## src/tcp_regs.svh

```systemverilog
// register offsets, field positions, reset values and constants of the timer unit
// Operation
// - compare match sets, clears or toggles pin
// - compare value loads after both bytes written
// - compare match sets channel flag, irq enable
// - edge pwm counts up, modulus period, value duty
// - polarity bit inverts overflow and match actions
// - zero gives 0%, above modulus gives 100%
// - edge pwm value loads at counter zero
// - center pwm doubles width and period
// - zero or negative 0%, above modulus 100%
// - center match up drives low, down high
// - center pwm buffers load at counter reversal at the modulus
// - all pwm reloads take effect together while running; a stopped timer loads only the modulus
// - control writes discard pending buffered bytes
// - flags set on capture edge or match
// - level irq while flag and enable set
// - flag clears by read-set then write zero
// - new event restarts the clearing sequence
// - center select makes all channels center pwm
`ifndef TCP_REGS_SVH
`define TCP_REGS_SVH
// byte addresses of the timer registers
`define TCP_OFF_TSC    8'h00
`define TCP_OFF_CNTH   8'h04
`define TCP_OFF_CNTL   8'h08
`define TCP_OFF_MODH   8'h0c
`define TCP_OFF_MODL   8'h10
`define TCP_OFF_CH0    8'h20
// offsets inside one channel block of sixteen bytes
`define TCP_SUB_CSC    4'h0
`define TCP_SUB_VALH   4'h4
`define TCP_SUB_VALL   4'h8
// status/control field positions
`define TCP_BIT_FLAG   7
`define TCP_BIT_IE     6
`define TCP_BIT_CENTER 5
`define TCP_BIT_RUN    0
`define TCP_BIT_MSB    5
`define TCP_BIT_MSA    4
`define TCP_BIT_ELSB   3
`define TCP_BIT_ELSA   2
`define TCP_BIT_SIGN   15
// reset values and count constants
`define TCP_RST_BYTE   8'h00
`define TCP_RST_WORD   16'h0000
`define TCP_ALL_ONES   16'hffff
`define TCP_ONE        16'h0001
`define TCP_PAD_DATA   24'h000000
`endif

```

## src/tcp_pkg.sv

```systemverilog
// types shared by the timer unit modules
`default_nettype none
package tcp_pkg;
   typedef logic [15:0] tcp_count_t;
   typedef enum logic [1:0] {TCP_BUS_IDLE = 2'b00, TCP_BUS_DATA = 2'b01} tcp_bus_t;
   typedef enum logic [1:0]
   {
      TCP_MODE_CAPTURE = 2'b00,
      TCP_MODE_COMPARE = 2'b01,
      TCP_MODE_EDGE    = 2'b11,
      TCP_MODE_CENTER  = 2'b10
   } tcp_mode_t;
endpackage
`default_nettype wire

```

## src/tcp_cnt_if.sv

```systemverilog
// counter bundle passed from the timer core to each channel
`default_nettype none
interface tcp_cnt_if;
   import tcp_pkg::*;
   tcp_count_t count;      // present counter value
   tcp_count_t nextCount;  // value reached at this edge
   tcp_count_t modulus;    // active modulus
   logic       tick;       // counter steps at this edge
   logic       stepUp;     // this step counts upward
   logic       overflow;   // end of period at this edge
   logic       atZero;     // counter reaches zero at this edge
   logic       center;     // up/down counting selected
   modport source (output count, nextCount, modulus, tick, stepUp, overflow, atZero, center);
   modport sink   (input  count, nextCount, modulus, tick, stepUp, overflow, atZero, center);
endinterface
`default_nettype wire

```

## src/tcp_top.sv

```systemverilog
// timer unit top: ahb-lite registers, main counter, modulus and channel array
//
// The placing of the registers and the AHB-Lite slave port were chosen for this implementation.
`include "tcp_regs.svh"
`default_nettype none
module tcp_top
   import tcp_pkg::*;
#(
   parameter int NCH = 2
)
(
   // clock and reset
   input  wire logic            core_clk,
   input  wire logic            rstn,
   // ahb-lite slave
   input  wire logic            hsel,
   input  wire logic [31:0]     haddr,
   input  wire logic [1:0]      htrans,
   input  wire logic            hwrite,
   input  wire logic [2:0]      hsize,
   input  wire logic [31:0]     hwdata,
   input  wire logic            hready,
   output logic                 hreadyout,
   output logic                 hresp,
   output logic [31:0]          hrdata,
   // channel pins
   input  wire logic [NCH-1:0]  chanPinIn,
   output logic      [NCH-1:0]  chanPinOut,
   output logic      [NCH-1:0]  chanPinOe,
   // interrupt requests
   output logic                 ovfIrq,
   output logic      [NCH-1:0]  chanIrq
);
   tcp_cnt_if  cntBus ();

   tcp_bus_t   busState;
   logic [7:0] addrQ;
   logic       writeQ;
   logic       dataPh;
   logic       wrStb;
   logic       rdStb;
   logic [7:0] wbyte;
   logic [7:0] chOff;
   logic [3:0] chIdx;
   logic [3:0] chSub;
   logic       chHit;
   logic [7:0] rbyte;

   logic       ovfFlag;
   logic       ovfArm;
   logic       ovfIrqEnable;
   logic       centerSel;
   logic       run;
   tcp_count_t count;
   logic       countUp;
   tcp_count_t modulus;
   logic [7:0] modBufH;
   logic [7:0] modBufL;
   logic       modGotH;
   logic       modGotL;
   tcp_count_t next_count;
   logic       next_up;
   logic       cntEvent;
   tcp_count_t term;

   logic [NCH-1:0] wrCsc;
   logic [NCH-1:0] wrValH;
   logic [NCH-1:0] wrValL;
   logic [NCH-1:0] rdCsc;
   logic [7:0]     chStatus [NCH];
   tcp_count_t     chValue  [NCH];

   // bus: one wait state so that read data leaves a flip-flop
   always_ff @(posedge core_clk or negedge rstn)
   begin
      if (!rstn)
      begin
         busState  <= TCP_BUS_IDLE;
         addrQ     <= `TCP_RST_BYTE;
         writeQ    <= 1'b0;
         hreadyout <= 1'b1;
      end
      else if (busState == TCP_BUS_IDLE)
      begin
         if (hsel && hready && htrans[1])
         begin
            busState  <= TCP_BUS_DATA;
            addrQ     <= haddr[7:0];
            writeQ    <= hwrite;
            hreadyout <= 1'b0;
         end
      end
      else
      begin
         busState  <= TCP_BUS_IDLE;
         hreadyout <= 1'b1;
      end
   end

   // response is always okay
   always_ff @(posedge core_clk or negedge rstn)
   begin
      if (!rstn)
         hresp <= 1'b0;
      else
         hresp <= 1'b0;
   end

   // decode of the data phase
   assign dataPh = (busState == TCP_BUS_DATA);
   assign wrStb  = dataPh && writeQ;
   assign rdStb  = dataPh && !writeQ;
   assign wbyte  = hwdata[7:0];
   assign chOff  = addrQ - `TCP_OFF_CH0;
   assign chIdx  = chOff[7:4];
   assign chSub  = chOff[3:0];
   assign chHit  = (addrQ >= `TCP_OFF_CH0) && (int'(chIdx) < NCH);

   // read byte mux; unmapped addresses read zero
   always_comb
   begin
      rbyte = `TCP_RST_BYTE;
      case (addrQ)
         `TCP_OFF_TSC:  rbyte = {ovfFlag, ovfIrqEnable, centerSel, 4'h0, run};
         `TCP_OFF_CNTH: rbyte = count[15:8];
         `TCP_OFF_CNTL: rbyte = count[7:0];
         `TCP_OFF_MODH: rbyte = modulus[15:8];
         `TCP_OFF_MODL: rbyte = modulus[7:0];
         default:
         begin
            for (int i = 0; i < NCH; i++)
            begin
               if (chHit && (int'(chIdx) == i))
               begin
                  if (chSub == `TCP_SUB_CSC)
                     rbyte = chStatus[i];
                  else if (chSub == `TCP_SUB_VALH)
                     rbyte = chValue[i][15:8];
                  else if (chSub == `TCP_SUB_VALL)
                     rbyte = chValue[i][7:0];
               end
            end
         end
      endcase
   end

   // read data register
   always_ff @(posedge core_clk or negedge rstn)
   begin
      if (!rstn)
         hrdata <= {`TCP_PAD_DATA, `TCP_RST_BYTE};
      else if (rdStb)
         hrdata <= {`TCP_PAD_DATA, rbyte};
   end

   // timer control bits
   always_ff @(posedge core_clk or negedge rstn)
   begin
      if (!rstn)
      begin
         ovfIrqEnable <= 1'b0;
         centerSel    <= 1'b0;
         run          <= 1'b0;
      end
      else if (wrStb && (addrQ == `TCP_OFF_TSC))
      begin
         ovfIrqEnable <= wbyte[`TCP_BIT_IE];
         centerSel    <= wbyte[`TCP_BIT_CENTER];
         run          <= wbyte[`TCP_BIT_RUN];
      end
   end

   // next counter value: up only, or up/down with reversal at the modulus
   always_comb
   begin
      next_count = count;
      next_up    = countUp;
      cntEvent   = 1'b0;
      term       = (modulus == `TCP_RST_WORD) ? `TCP_ALL_ONES : modulus;
      if (run)
      begin
         if (!centerSel)
         begin
            next_up = 1'b1;
            if (count >= term)
            begin
               next_count = `TCP_RST_WORD;
               cntEvent   = 1'b1;
            end
            else
               next_count = count + `TCP_ONE;
         end
         else if (countUp)
         begin
            // modulus zero cannot reverse properly; software avoids it
            if (count >= term)
            begin
               next_count = count - `TCP_ONE;
               next_up    = 1'b0;
               cntEvent   = 1'b1;
            end
            else
               next_count = count + `TCP_ONE;
         end
         else if (count == `TCP_RST_WORD)
         begin
            next_count = count + `TCP_ONE;
            next_up    = 1'b1;
         end
         else
            next_count = count - `TCP_ONE;
      end
   end

   // main counter; any write to either count byte restarts it
   always_ff @(posedge core_clk or negedge rstn)
   begin
      if (!rstn)
      begin
         count   <= `TCP_RST_WORD;
         countUp <= 1'b1;
      end
      else if (wrStb && ((addrQ == `TCP_OFF_CNTH) || (addrQ == `TCP_OFF_CNTL)))
      begin
         count   <= `TCP_RST_WORD;
         countUp <= 1'b1;
      end
      else
      begin
         count   <= next_count;
         countUp <= next_up;
      end
   end

   // buffered modulus; timer control write drops a half-written value
   always_ff @(posedge core_clk or negedge rstn)
   begin
      if (!rstn)
      begin
         modulus <= `TCP_RST_WORD;
         modBufH <= `TCP_RST_BYTE;
         modBufL <= `TCP_RST_BYTE;
         modGotH <= 1'b0;
         modGotL <= 1'b0;
      end
      else if (wrStb && (addrQ == `TCP_OFF_TSC))
      begin
         modGotH <= 1'b0;
         modGotL <= 1'b0;
      end
      else if (modGotH && modGotL && (cntEvent || !run))
      begin
         // loads on the same edge as the channels, a stopped timer at once
         modulus <= {modBufH, modBufL};
         modGotH <= 1'b0;
         modGotL <= 1'b0;
      end
      else if (wrStb && (addrQ == `TCP_OFF_MODH))
      begin
         modBufH <= wbyte;
         modGotH <= 1'b1;
      end
      else if (wrStb && (addrQ == `TCP_OFF_MODL))
      begin
         modBufL <= wbyte;
         modGotL <= 1'b1;
      end
   end

   // overflow flag: set wins, an event disarms the two-step clear
   always_ff @(posedge core_clk or negedge rstn)
   begin
      if (!rstn)
      begin
         ovfFlag <= 1'b0;
         ovfArm  <= 1'b0;
      end
      else if (cntEvent)
      begin
         ovfFlag <= 1'b1;
         ovfArm  <= 1'b0;
      end
      else if (wrStb && (addrQ == `TCP_OFF_TSC) && !wbyte[`TCP_BIT_FLAG] && ovfArm)
      begin
         ovfFlag <= 1'b0;
         ovfArm  <= 1'b0;
      end
      else if (rdStb && (addrQ == `TCP_OFF_TSC) && ovfFlag)
         ovfArm <= 1'b1;
   end

   // overflow request as a level
   always_ff @(posedge core_clk or negedge rstn)
   begin
      if (!rstn)
         ovfIrq <= 1'b0;
      else
         ovfIrq <= (ovfFlag || cntEvent) && ovfIrqEnable;
   end

   // counter bundle to the channels
   assign cntBus.count     = count;
   assign cntBus.nextCount = next_count;
   assign cntBus.modulus   = modulus;
   assign cntBus.tick      = run;
   assign cntBus.stepUp    = next_up;
   assign cntBus.overflow  = cntEvent;
   assign cntBus.atZero    = run && (next_count == `TCP_RST_WORD);
   assign cntBus.center    = centerSel;

   // channel array
   for (genvar g = 0; g < NCH; g++)
   begin : gen_chan
      assign wrCsc[g]  = wrStb && chHit && (int'(chIdx) == g) && (chSub == `TCP_SUB_CSC);
      assign wrValH[g] = wrStb && chHit && (int'(chIdx) == g) && (chSub == `TCP_SUB_VALH);
      assign wrValL[g] = wrStb && chHit && (int'(chIdx) == g) && (chSub == `TCP_SUB_VALL);
      assign rdCsc[g]  = rdStb && chHit && (int'(chIdx) == g) && (chSub == `TCP_SUB_CSC);
      tcp_channel u_chan
      (
         .core_clk (core_clk),
         .rstn     (rstn),
         .cnt      (cntBus.sink),
         .wrCsc    (wrCsc[g]),
         .wrValH   (wrValH[g]),
         .wrValL   (wrValL[g]),
         .rdCsc    (rdCsc[g]),
         .wdata    (wbyte),
         .status   (chStatus[g]),
         .value    (chValue[g]),
         .pinIn    (chanPinIn[g]),
         .pinOut   (chanPinOut[g]),
         .pinOe    (chanPinOe[g]),
         .irq      (chanIrq[g])
      );
   end
endmodule
`default_nettype wire

```

## src/tcp_channel.sv

```systemverilog
// one timer channel: capture, compare, edge and center pwm
`include "tcp_regs.svh"
`default_nettype none
module tcp_channel
   import tcp_pkg::*;
(
   // clock and reset
   input  wire logic       core_clk,
   input  wire logic       rstn,
   // counter bundle
   tcp_cnt_if.sink         cnt,
   // register strobes
   input  wire logic       wrCsc,
   input  wire logic       wrValH,
   input  wire logic       wrValL,
   input  wire logic       rdCsc,
   input  wire logic [7:0] wdata,
   // read back
   output logic      [7:0] status,
   output tcp_count_t      value,
   // pin and interrupt
   input  wire logic       pinIn,
   output logic            pinOut,
   output logic            pinOe,
   output logic            irq
);
   logic       flag;
   logic       clearArm;
   logic       irqEnable;
   logic [1:0] modeSel;
   logic [1:0] edgeSel;
   logic [7:0] bufH;
   logic [7:0] bufL;
   logic       gotH;
   logic       gotL;
   logic       sync1;
   logic       sync2;
   logic       sync3;
   logic       level;
   tcp_mode_t  mode;
   logic       match;
   logic       capEvent;
   logic       chanEvent;
   logic       reload;
   logic       elsA;

   // center select overrides every channel's own mode
   always_comb
   begin
      if (cnt.center)
         mode = TCP_MODE_CENTER;
      else if (modeSel == 2'b00)
         mode = TCP_MODE_CAPTURE;
      else if (modeSel == 2'b01)
         mode = TCP_MODE_COMPARE;
      else
         mode = TCP_MODE_EDGE;
   end

   // match is judged on the value the counter takes at this edge
   assign match    = cnt.tick && (cnt.nextCount == value);
   assign elsA     = edgeSel[0];
   assign capEvent = (sync2 == sync3) && (sync3 != level)
                     && (sync3 ? edgeSel[0] : edgeSel[1]);
   assign chanEvent = (mode == TCP_MODE_CAPTURE) ? capEvent : match;
   // compare loads at once, edge pwm at zero, center pwm at reversal
   assign reload   = gotH && gotL && ((mode == TCP_MODE_COMPARE) || (mode == TCP_MODE_CAPTURE)
                     || ((mode == TCP_MODE_EDGE) && cnt.atZero)
                     || ((mode == TCP_MODE_CENTER) && cnt.overflow));
   assign status   = {flag, irqEnable, modeSel, edgeSel, 2'b00};

   // pin synchroniser; only the second stage reads the first
   always_ff @(posedge core_clk or negedge rstn)
   begin
      if (!rstn)
      begin
         sync1 <= 1'b0;
         sync2 <= 1'b0;
         sync3 <= 1'b0;
         level <= 1'b0;
      end
      else
      begin
         sync1 <= pinIn;
         sync2 <= sync1;
         sync3 <= sync2;
         if (sync2 == sync3)
            level <= sync3;
      end
   end

   // control bits
   always_ff @(posedge core_clk or negedge rstn)
   begin
      if (!rstn)
      begin
         irqEnable <= 1'b0;
         modeSel   <= 2'b00;
         edgeSel   <= 2'b00;
      end
      else if (wrCsc)
      begin
         irqEnable <= wdata[`TCP_BIT_IE];
         modeSel   <= {wdata[`TCP_BIT_MSB], wdata[`TCP_BIT_MSA]};
         edgeSel   <= {wdata[`TCP_BIT_ELSB], wdata[`TCP_BIT_ELSA]};
      end
   end

   // byte pairing; a control write drops a half-written value
   always_ff @(posedge core_clk or negedge rstn)
   begin
      if (!rstn)
      begin
         bufH <= `TCP_RST_BYTE;
         bufL <= `TCP_RST_BYTE;
         gotH <= 1'b0;
         gotL <= 1'b0;
      end
      else if (wrCsc || reload)
      begin
         gotH <= 1'b0;
         gotL <= 1'b0;
      end
      else
      begin
         if (wrValH)
         begin
            bufH <= wdata;
            gotH <= 1'b1;
         end
         if (wrValL)
         begin
            bufL <= wdata;
            gotL <= 1'b1;
         end
      end
   end

   // active value; capture wins over a pending reload
   always_ff @(posedge core_clk or negedge rstn)
   begin
      if (!rstn)
         value <= `TCP_RST_WORD;
      else if ((mode == TCP_MODE_CAPTURE) && capEvent)
         value <= cnt.count;
      else if (reload)
         value <= {bufH, bufL};
   end

   // flag: set wins over clear, an event cancels the armed read
   always_ff @(posedge core_clk or negedge rstn)
   begin
      if (!rstn)
      begin
         flag     <= 1'b0;
         clearArm <= 1'b0;
      end
      else if (chanEvent)
      begin
         flag     <= 1'b1;
         clearArm <= 1'b0;
      end
      else if (wrCsc && !wdata[`TCP_BIT_FLAG] && clearArm)
      begin
         flag     <= 1'b0;
         clearArm <= 1'b0;
      end
      else if (rdCsc && flag)
         clearArm <= 1'b1;
   end

   // level request follows flag and enable
   always_ff @(posedge core_clk or negedge rstn)
   begin
      if (!rstn)
         irq <= 1'b0;
      else
         irq <= (flag || chanEvent) && irqEnable;
   end

   // pin actions per mode
   always_ff @(posedge core_clk or negedge rstn)
   begin
      if (!rstn)
      begin
         pinOut <= 1'b0;
         pinOe  <= 1'b0;
      end
      else
      begin
         pinOe <= (mode != TCP_MODE_CAPTURE) && (edgeSel != 2'b00);
         case (mode)
            TCP_MODE_COMPARE:
            begin
               if (match)
               begin
                  case (edgeSel)
                     2'b01:   pinOut <= ~pinOut;
                     2'b10:   pinOut <= 1'b0;
                     2'b11:   pinOut <= 1'b1;
                     default: pinOut <= pinOut;
                  endcase
               end
            end
            TCP_MODE_EDGE:
            begin
               if (value == `TCP_RST_WORD)
                  pinOut <= elsA;
               else if (match)
                  pinOut <= elsA;
               else if (cnt.overflow)
                  pinOut <= ~elsA;
            end
            TCP_MODE_CENTER:
            begin
               // each half period contributes value counts of width
               if ((value == `TCP_RST_WORD) || value[`TCP_BIT_SIGN])
                  pinOut <= elsA;
               else if (value > cnt.modulus)
                  pinOut <= ~elsA;
               else if (match)
                  pinOut <= cnt.stepUp ? elsA : ~elsA;
            end
            default:
               pinOut <= pinOut;
         endcase
      end
   end
endmodule
`default_nettype wire

```

## config.mk

```make
export PLATFORM = sky130hd
export DESIGN_NAME = tcp_top
export DESIGN_NICKNAME = d
export VERILOG_FILES = /design/src/tcp_pkg.sv /design/src/tcp_cnt_if.sv /design/src/tcp_top.sv /design/src/tcp_channel.sv
export VERILOG_INCLUDE_DIRS = /design/src
export SDC_FILE = /design/constraint.sdc
export NUM_CORES = 1
export LEC_CHECK = 0
export ABC_AREA = 0
export BUFFER_PORTS_ARGS = -buffer_cell sky130_fd_sc_hd__buf_2
export CAP_MARGIN = 30
export CORE_MARGIN = 3
export CORE_UTILIZATION = 45
export CTS_CLUSTER_DIAMETER = 100
export DETAILED_ROUTE_END_ITERATION = 10
export HOLD_SLACK_MARGIN = 0.05
export PLACE_DENSITY = 0.63
export SETUP_SLACK_MARGIN = 0.05
export SLEW_MARGIN = 25
export SYNTH_ARGS = -nofsm -noshare
export SYNTH_HDL_FRONTEND = slang
export SYNTH_SLANG_ARGS = --single-unit
```

## constraint.sdc

```tcl
create_clock -name core_clk -period 10.1 [get_ports core_clk]
set_input_delay 1.515 -clock core_clk [delete_from_list [all_inputs] [get_ports core_clk]]
set_output_delay 1.515 -clock core_clk [all_outputs]
set_load 0.01 [all_outputs]
```

==> flow_results.org, run 1 <==
** Floorplanning
- Floorplan die area :: around 27000 µm²
- The floorplan has 56 rows.
- Floorplan die height :: 163 µm
- Boundary Pins :: between 100 and 150
- Measured along the x axis, the die boundary spans 163 µm.
- The initial utilization of the core area, before any placement, comes to 0.465.
- Core Footprint :: roughly 24000 µm²

** Pwr
- Dividing total power by cell area gives a power density of ~210 nW/µm².
- The worst-case IR drop observed on VDD is 0.125 mV.
- Leakage power total :: 5.85 nW

** Final layout
- The final layout contains 1339 nets.
- Number of fill cells in the layout :: 2290
- Share of layout cells above drive strength 1 :: 0.141
- The repair_antennas step left the layout with diodes totalling 0.
- The finished layout holds 1540 standard cells, fillers aside.
- Footprint of the multi-input gates :: 6210 µm²
- The sequential cells in the finished layout cover a total of 4310 µm².
- Layout overhead on the synthesized area :: 8.58%

** Drt
- Overall via count from detail_route :: between 9k and 10k
- For this block, the routed nets add up to 37400 µm of wire.
- Number of detailed-route iterations in the first pass :: 8
- First-iteration detailed-routing DRC count :: 1094
- The count of nets left with antenna violations once routing finished came out at 0.
- DR WL/cell :: between 20 and 25 µm
- Residual DRC count :: 0
- After detailed routing, the number of vias per cell comes to roughly 6.3.

** Placement
- After legalization and detailed placement, the total HPWL measured 27000 µm.
- The number of placed instances, taps included, is roughly 1.5k.
- Number of I/O port buffers :: 39
- RePlAce Congestion :: 1.01

** Min path
- Worst min-delay path class :: reg2reg
- Along the worst hold path, the cell count comes to 0.
- HP Start :: gen_chan[0].u_chan.sync1$_DFF_PN0_

** Global routing
- The first global-routing pass estimated 56100 µm of wire.
- Number of antenna violations at the first check in global routing :: 1
- Vias in the first global route :: ~9.2k
- Total grt overflow :: 0
- Entering global routing, the biggest net connects 65 pins.
- GR Util All Layers :: 0.284

** CTS
- TritonCTS built the clock tree.
- Clock-pin slew was measured on the worst setup and hold paths at around 0.08 ns.
- Total CTS buffers :: 17
- Post-CTS Setup Bufs :: 0
- After clock tree synthesis, the repair step resized 0 gates.
- The longest clock path from root to sink contains 2 buffers.
- In this run the number of H-tree levels came out at 4.
- Clock Tree Root :: sky130_fd_sc_hd__clkbuf_16
- The number of hold buffers added after CTS was 0.
- Worst-skew pair later-pin latency :: 0.44 ns
- Counting every sink on the clock net gives 172.

** Setup path
- Series of cell instances along the critical path :: nor4_1, and4_1, nor2_1, ha_1, nand4_1, nor4_1, o31a_1, o31a_1, a32oi_1, mux2i_1, nand4bb_1, nor3b_1, a21oi_4, and3_1, mux2_2
- In this run the worst path has a maximum fanout of 19.
- Among all stages on the critical path, the largest delay is contributed by sky130_fd_sc_hd__and3_1.
- The critical path runs through a total of 15 cells.
- The worst setup path is captured at a flip-flop.
- On the critical path the largest part of the delay comes from simple AND/OR/NAND/NOR gates.
- Path type of the worst setup path :: reg2reg
- Startpoint types :: flip-flop
- For the worst setup path, the data arrival time is 7.01 ns.
- The number of buffers and inverters on the critical path is 0.
- For the worst flop-to-flop path, the logic depth is 15.
- Data required time at the worst endpoint :: 10.42 ns
- Tracing the worst setup path back leads to its startpoint at cntBus.modulus[0]$_DFFE_PN0P_.
- Max stage delay on crit path :: 0.82 ns
- In this run the critical register-to-register path is launched from cntBus.modulus[0]$_DFFE_PN0P_.

** STA
- Ratio of final minimum period to clock period :: 0.662
- RSZ-0062 raised after global routing :: false
- For the pin with the worst max-slew slack, the measured transition is 1.01 ns.
- Max-slew headroom :: 0.321
- Worst Skew :: roughly 0.020 ns
- The smallest clock period supported by the final layout is computed as between 6 and 7 ns.
- The count of pins over their slew limit came to 0.
- Static timing analysis puts the maximum clock frequency at 150 MHz.
- Final setup violation count :: 0
- The number of hold violations in the final report came to 0.
- Sum of negative setup slack :: 0 ns

** Synth
- Number of enable flip-flop cells after synthesis :: 0
- Flip-flop and latch count after synthesis :: 172
- After synthesis the cells add up to 11100 µm².
- Among all flip-flop cells after synthesis, the most frequent one is sky130_fd_sc_hd__dfrtp_1.
- A synthesized cell averages 9.20 µm².
- Mapped Cells :: 1204
- The share of the Yosys chip area taken by registers is 0.389.
- The Yosys step of the flow raised 0 warnings.
- Async set or reset register ratio after synthesis :: 1.00
- After synthesis, the netlist uses 81 different library cells.

** Status
- Result of the run :: finished clean

** Job
- Across the run, the number of max-cap violations was 0.
[cell families after synthesis]
kind of cell | after synthesis | share of synthesized area
AND/OR/NAND/NOR | 410 | 0.184
AO/OA/AOI/OAI | 286 | 0.169
flip-flops | 172 | 0.389
buffers and inverters | 134 | 0.0607
multiplexers | 107 | 0.104
adder cells (fa/ha/maj) | 57 | 0.0640
XOR/XNOR | 37 | 0.0293
other | 1 | 0.000339
[flip-flops by register name, indices dropped and copies added, names as in the netlist, 4 cells and up]
register,cells
modBufH,8
cntBus.modulus,16
gen_chan.u_chan.modeSel,4
gen_chan.u_chan.edgeSel,4
gen_chan.u_chan.bufL,16
gen_chan.u_chan.value,32
addrQ,8
modBufL,8
cntBus.count,16
hrdata,8
gen_chan.u_chan.bufH,16
[final timing paths]
kind                            slack [ns]                                     end
worst max register to register        3.42  gen_chan[0].u_chan.bufL[1]$_DFFE_PN0P_
min in group asynchronous             1.02               cntBus.count[4]$_DFF_PN0_
max in group asynchronous             7.89  gen_chan[1].u_chan.bufH[1]$_DFFE_PN0P_
worst max-delay path                  3.42  gen_chan[0].u_chan.bufL[1]$_DFFE_PN0P_
worst min register to register        0.35      gen_chan[0].u_chan.sync2$_DFF_PN0_
worst min-delay path                  0.35      gen_chan[0].u_chan.sync2$_DFF_PN0_
[Yosys cell counts (9+ instances only)]
cell type	count	area (µm²)
sky130_fd_sc_hd__o31ai_1	9	67.6
sky130_fd_sc_hd__nand2_1	115	432
sky130_fd_sc_hd__xor2_1	10	87.6
sky130_fd_sc_hd__or3_1	11	68.8
sky130_fd_sc_hd__or4_1	9	67.6
sky130_fd_sc_hd__nor4_1	21	131
sky130_fd_sc_hd__inv_1	41	154
sky130_fd_sc_hd__a211oi_1	11	82.6
sky130_fd_sc_hd__nand3_1	18	90.1
sky130_fd_sc_hd__a21oi_1	77	385
sky130_fd_sc_hd__nor3_1	32	160
sky130_fd_sc_hd__nor2_1	119	447
sky130_fd_sc_hd__and3_1	12	75.1
sky130_fd_sc_hd__dfrtp_1	170	4250
sky130_fd_sc_hd__a22oi_1	20	150
sky130_fd_sc_hd__ha_1	55	688
sky130_fd_sc_hd__a31oi_1	10	62.6
sky130_fd_sc_hd__mux2i_1	42	420
sky130_fd_sc_hd__nand4_1	17	106
sky130_fd_sc_hd__mux2_2	57	642
sky130_fd_sc_hd__o21ai_0	70	350
sky130_fd_sc_hd__o21a_1	12	90.1
sky130_fd_sc_hd__clkbuf_1	41	154
sky130_fd_sc_hd__buf_4	34	255
sky130_fd_sc_hd__xnor2_1	27	236
sky130_fd_sc_hd__a21o_1	15	113
sky130_fd_sc_hd__nor2b_1	9	56.3
[cells in the final DEF (no fill, tap or decap), types with 30 or more instances in the layout]
master                    Yosys  routed
sky130_fd_sc_hd__a21oi_1     77      76
sky130_fd_sc_hd__buf_2        8      38
sky130_fd_sc_hd__dfrtp_1    170     170
sky130_fd_sc_hd__ha_1        55      55
sky130_fd_sc_hd__inv_1       41      41
sky130_fd_sc_hd__mux2_2      57      57
sky130_fd_sc_hd__mux2i_1     42      42
sky130_fd_sc_hd__nand2_1    115     115
sky130_fd_sc_hd__nor2_1     119     119
sky130_fd_sc_hd__nor3_1      32      30
sky130_fd_sc_hd__o21ai_0     70      70
[power breakdown]
group | internal, mW | leakage (nW) | switching [mW] | total [mW]
Sequential | 0.770 | 2.26 | 0.212 | 0.982
Clock | 0.355 | 0.287 | 0.328 | 0.683
Combinational | 0.365 | 3.30 | 0.478 | 0.843
[through the flow]
| step | area, µm² | utilization | hold WS, ns | power, mW | worst slack (ns) |
|---|---|---|---|---|---|
| after global placement | 11400 | 0.477 | 0.333 | 1.79 | 3.66 |
| final | 12000 | 0.505 | 0.351 | 2.51 | 3.42 |
| after CTS | 12000 | 0.505 | 0.354 | 2.49 | 3.53 |
| after floorplan | 11200 | - | 0.331 | 1.52 | 5.33 |
| after global routing | 12000 | 0.505 | 0.358 | 2.63 | 3.15 |
| after detailed placement | 11400 | 0.479 | 0.336 | 1.81 | 3.54 |
[cell type report]
type,instances,area share
multi-input cells,922,0.517
flip-flops and latches,172,0.358
clock buffers,18,0.0357
well taps,319,0.0332
repair buffers,54,0.0284
clock inverters,14,0.0147
inverters,41,0.0128
[routing by layer]
layer | vias to the layer above | wire length [µm] | global-route usage
li1 | 4318 | - | -
met1 | 4725 | 15900 | 0.403
met3 | 86 | 4010 | 0.0641
met2 | 537 | 16200 | 0.425
met4 | 0 | 1240 | 0.105
met5 | - | 0 | 0
Power figures use the tool's default switching activity.
==> run 2, diff against run 1 <==
- clock period: 10.1 -> 6.5 ns (I/O delays scaled with it)
==> flow_results.org, run 2 (synthesized netlist as in run 1, its figures left out) <==
** Floorplanning
- The number of placed I/O pins is 117 (unchanged).
- The vertical extent of the die came to 163 µm (unchanged).
- The initial cell density of the core came to 0.465 (unchanged).
- The die area is 26500 µm² (unchanged).
- The area inside the core boundary came to 23800 µm² (unchanged).
- The total number of placement rows was 56 (unchanged).
- Die extent in x :: 163 µm (unchanged)

** Final layout
- Largest register FFs :: 32 (unchanged)
- Count of non-filler cells in the finished layout :: 1555 (was 1540)
- The layout net count was 1355 (was 1339).
- Share of layout cells above drive strength 1 :: 0.152 (was 0.141)
- Layout overhead on the synthesized area :: 9.11% (was 8.58%)
- Commonest cells after routing, fill and taps aside :: sky130_fd_sc_hd__dfrtp_1 (170), sky130_fd_sc_hd__nor2_1 (118), sky130_fd_sc_hd__nand2_1 (115) (was sky130_fd_sc_hd__dfrtp_1 (170), sky130_fd_sc_hd__nor2_1 (119), sky130_fd_sc_hd__nand2_1 (115))
- The summed area of non-filler cells in the final layout was 12100 µm² (was 12000 µm²).
- Register with the most flip-flops :: gen_chan.u_chan.value (unchanged)
- The number of diodes is 0 (unchanged).
- Commonest non-fill, non-tap cell in the layout :: sky130_fd_sc_hd__dfrtp_1 (unchanged)

** STA
- Ratio of final minimum period to clock period :: 0.906 (was 0.662)
- Number of max-slew violations in the final report :: 0 (unchanged)
- Final setup violation count :: 0 (unchanged)
- Final worst hold slack :: 0.350 ns (was 0.351 ns)
- The worst clock skew was 0.0145 ns (was 0.0199 ns).
- The worst-margin pin slew was 0.933 ns (was 1.01 ns).
- RSZ-0062 raised after global routing :: false (unchanged)
- The summed negative setup slack over all endpoints came to 0 ns (unchanged).
- Highest clock rate :: 170 MHz (was 150 MHz)
- The number of hold violations in the final report came to 0 (unchanged).
- Post-route minimum period :: 5.89 ns (was 6.68 ns)
- The worst slew margin relative to its limit is 0.374 (was 0.321).

** Drt
- The remaining routing DRC violations is 0 (unchanged).
- First-iteration detailed-routing DRC count :: 1206 (was 1094)
- Overall via count from detail_route :: 9826 (was 9666)
- The total wire length came to 37300 µm (was 37400 µm).
- The count of TritonRoute iterations in the first routing pass was 6 (was 8).
- The post-detailed-route count of antenna-violating nets came to 0 (unchanged).
- The detailed-route wire length per cell was 24.0 µm (was 24.3 µm).
- The detailed-route vias per instance came to 6.32 (was 6.28).

** CTS
- The later-pin clock latency in the skew report is 0.45 ns (was 0.44 ns).
- The TritonCTS sink count came to 172 (unchanged).
- Post-CTS Setup Bufs :: 0 (unchanged)
- Number of hold-repair buffers added at the cts stage :: 0 (unchanged)
- The post-cts sizing count was 0 (unchanged).
- Total CTS buffers :: 17 (unchanged)
- The clock tree from TritonCTS is done (unchanged).
- The clock transition at the register clock pins on the worst setup and hold paths after CTS came to 0.08 ns (about the same).
- The number of levels the H-tree was split into came to 4 (unchanged).
- The clock root buffer is sky130_fd_sc_hd__clkbuf_16 (unchanged).
- Number of buffers on the longest clock path :: 2 (unchanged)

** Setup path
- Cell with the largest stage delay on the worst path :: sky130_fd_sc_hd__and4_1 (was sky130_fd_sc_hd__and3_1)
- The startpoint type of the worst setup path is a flip-flop (unchanged).
- Max stage delay on crit path :: 0.56 ns (was 0.82 ns)
- The kind of critical path is reg2reg (unchanged).
- Element type at the critical path end :: flip-flop (unchanged)
- Maximum fanout count along the critical path :: 16 (was 19)
- Series of cell instances along the critical path: nor4_1, and4_1, nor2_1, ha_1, nand4_1, nor4_1, o31a_1, o31a_1, nor3_1, nor3_2, nand4_1, nor4b_4, nor2_4, and3_1, mux2_1 (was nor4_1, and4_1, nor2_1, ha_1, nand4_1, nor4_1, o31a_1, o31a_1, a32oi_1, mux2i_1, nand4bb_1, nor3b_1, a21oi_4, and3_1, mux2_2).
- The worst endpoint data arrival time came to 6.21 ns (was 7.01 ns).
- The data required time of the worst path is 6.83 ns (was 10.42 ns).

** Global routing
- The largest net degree at the start of global routing was 73 (was 65).
- GR Util All Layers :: 0.285 (was 0.284)
- The via count of the first global-routing pass was 9357 (was 9197).
- The first-pass GRT wire length came to 57000 µm (was 56100 µm).
- Number of antenna violations at the first check in global routing :: 0 (was 1)
- Total grt overflow :: 0 (unchanged)

** Placement
- The post-placement cell count is 1523 (was 1508).
- The post-detailed-placement cell area came to 11500 µm² (was 11400 µm²).
- HPWL Detailed :: 27100 µm (was 27000 µm)
- RePlAce Congestion :: 0.998 (was 1.01)
- Number of I/O port buffers :: 39 (unchanged)

** Pwr
- Power density normalized to cell area :: 320 nW/µm² (was 209 nW/µm²)
- The total design power is 3.87 mW (was 2.51 mW).
- VDD IR-drop max :: 0.215 mV (was 0.125 mV)
- The static leakage came to 5.92 nW (was 5.85 nW).

** Min path
- Worst min-delay path class :: reg2reg (unchanged)

** Job
- Number of maximum-capacitance violations :: 0 (unchanged)

** Status
- Result of the run: finished clean (unchanged).
run 2: cell types whose count changed in the layout (fill, tap and decap cells not counted), sizes merged:
cell      previous run  this run
clkinvlp             2         0
buf                 54        70
inv                 46        48
clkinv               6         4
clkbuf              18        19
run 2: critical path, delay by kind of cell (launching register included):
family / cells / cell delay [ns]
adder cells (fa/ha/maj): 1 / 0.35
multiplexers: 1 / 0.39
AND/OR/NAND/NOR: 11 / 3.50
flip-flops: 1 / 0.49
AO/OA/AOI/OAI: 2 / 1.02
run 2: power by group:
| part | total [mW] | internal, mW | switching [mW] | leakage, nW |
|---|---|---|---|---|
| sequential | 1.49 | 1.20 | 0.293 | 2.26 |
| combinational | 1.34 | 0.573 | 0.770 | 3.37 |
| clock | 1.04 | 0.549 | 0.489 | 0.284 |
run 2: stage by stage:
stage / utilization / worst slack, ns
6_report: 0.507 / 0.614
4_1_cts: 0.506 / 0.704
2_1_floorplan: - / 1.73
5_1_grt: 0.507 / 0.159
3_5_place_dp: 0.483 / 0.745
3_3_place_gp: 0.482 / 0.700
run 2: per-layer routing:
layer  global-route usage  vias to the layer above  wire (µm)
met2                0.423                      540      15900
met3               0.0610                      120       3680
li1                     -                     4359          -
met5                    0                        -          0
met4                0.111                        0       1610
met1                0.407                     4807      16100
run 2: final timing paths:
path / from / end / slack, ns / cells past startpoint
min in group asynchronous: rstn / gen_chan[0].u_chan.bufH[0]$_DFFE_PN0P_ / 0.43 / 1
worst min register to register: gen_chan[1].u_chan.sync1$_DFF_PN0_ / gen_chan[1].u_chan.sync2$_DFF_PN0_ / 0.35 / 0
max in group asynchronous: rstn / gen_chan[1].u_chan.bufH[7]$_DFFE_PN0P_ / 4.83 / 2
worst max-delay path: cntBus.modulus[0]$_DFFE_PN0P_ / gen_chan[1].u_chan.bufH[5]$_DFFE_PN0P_ / 0.61 / 15
worst max register to register: cntBus.modulus[0]$_DFFE_PN0P_ / gen_chan[1].u_chan.bufH[5]$_DFFE_PN0P_ / 0.61 / 15
worst min-delay path: gen_chan[1].u_chan.sync1$_DFF_PN0_ / gen_chan[1].u_chan.sync2$_DFF_PN0_ / 0.35 / 0
run 2: layout make-up:
| cell class | instances | area [µm²] |
|---|---|---|
| multi-input cells | 922 | 6210 |
| clock buffers | 19 | 443 |
| well taps | 319 | 399 |
| repair buffers | 70 | 442 |
| flip-flops and latches | 172 | 4310 |
| clock inverters | 12 | 126 |
| fillers | 2255 | 11700 |
| inverters | 41 | 154 |
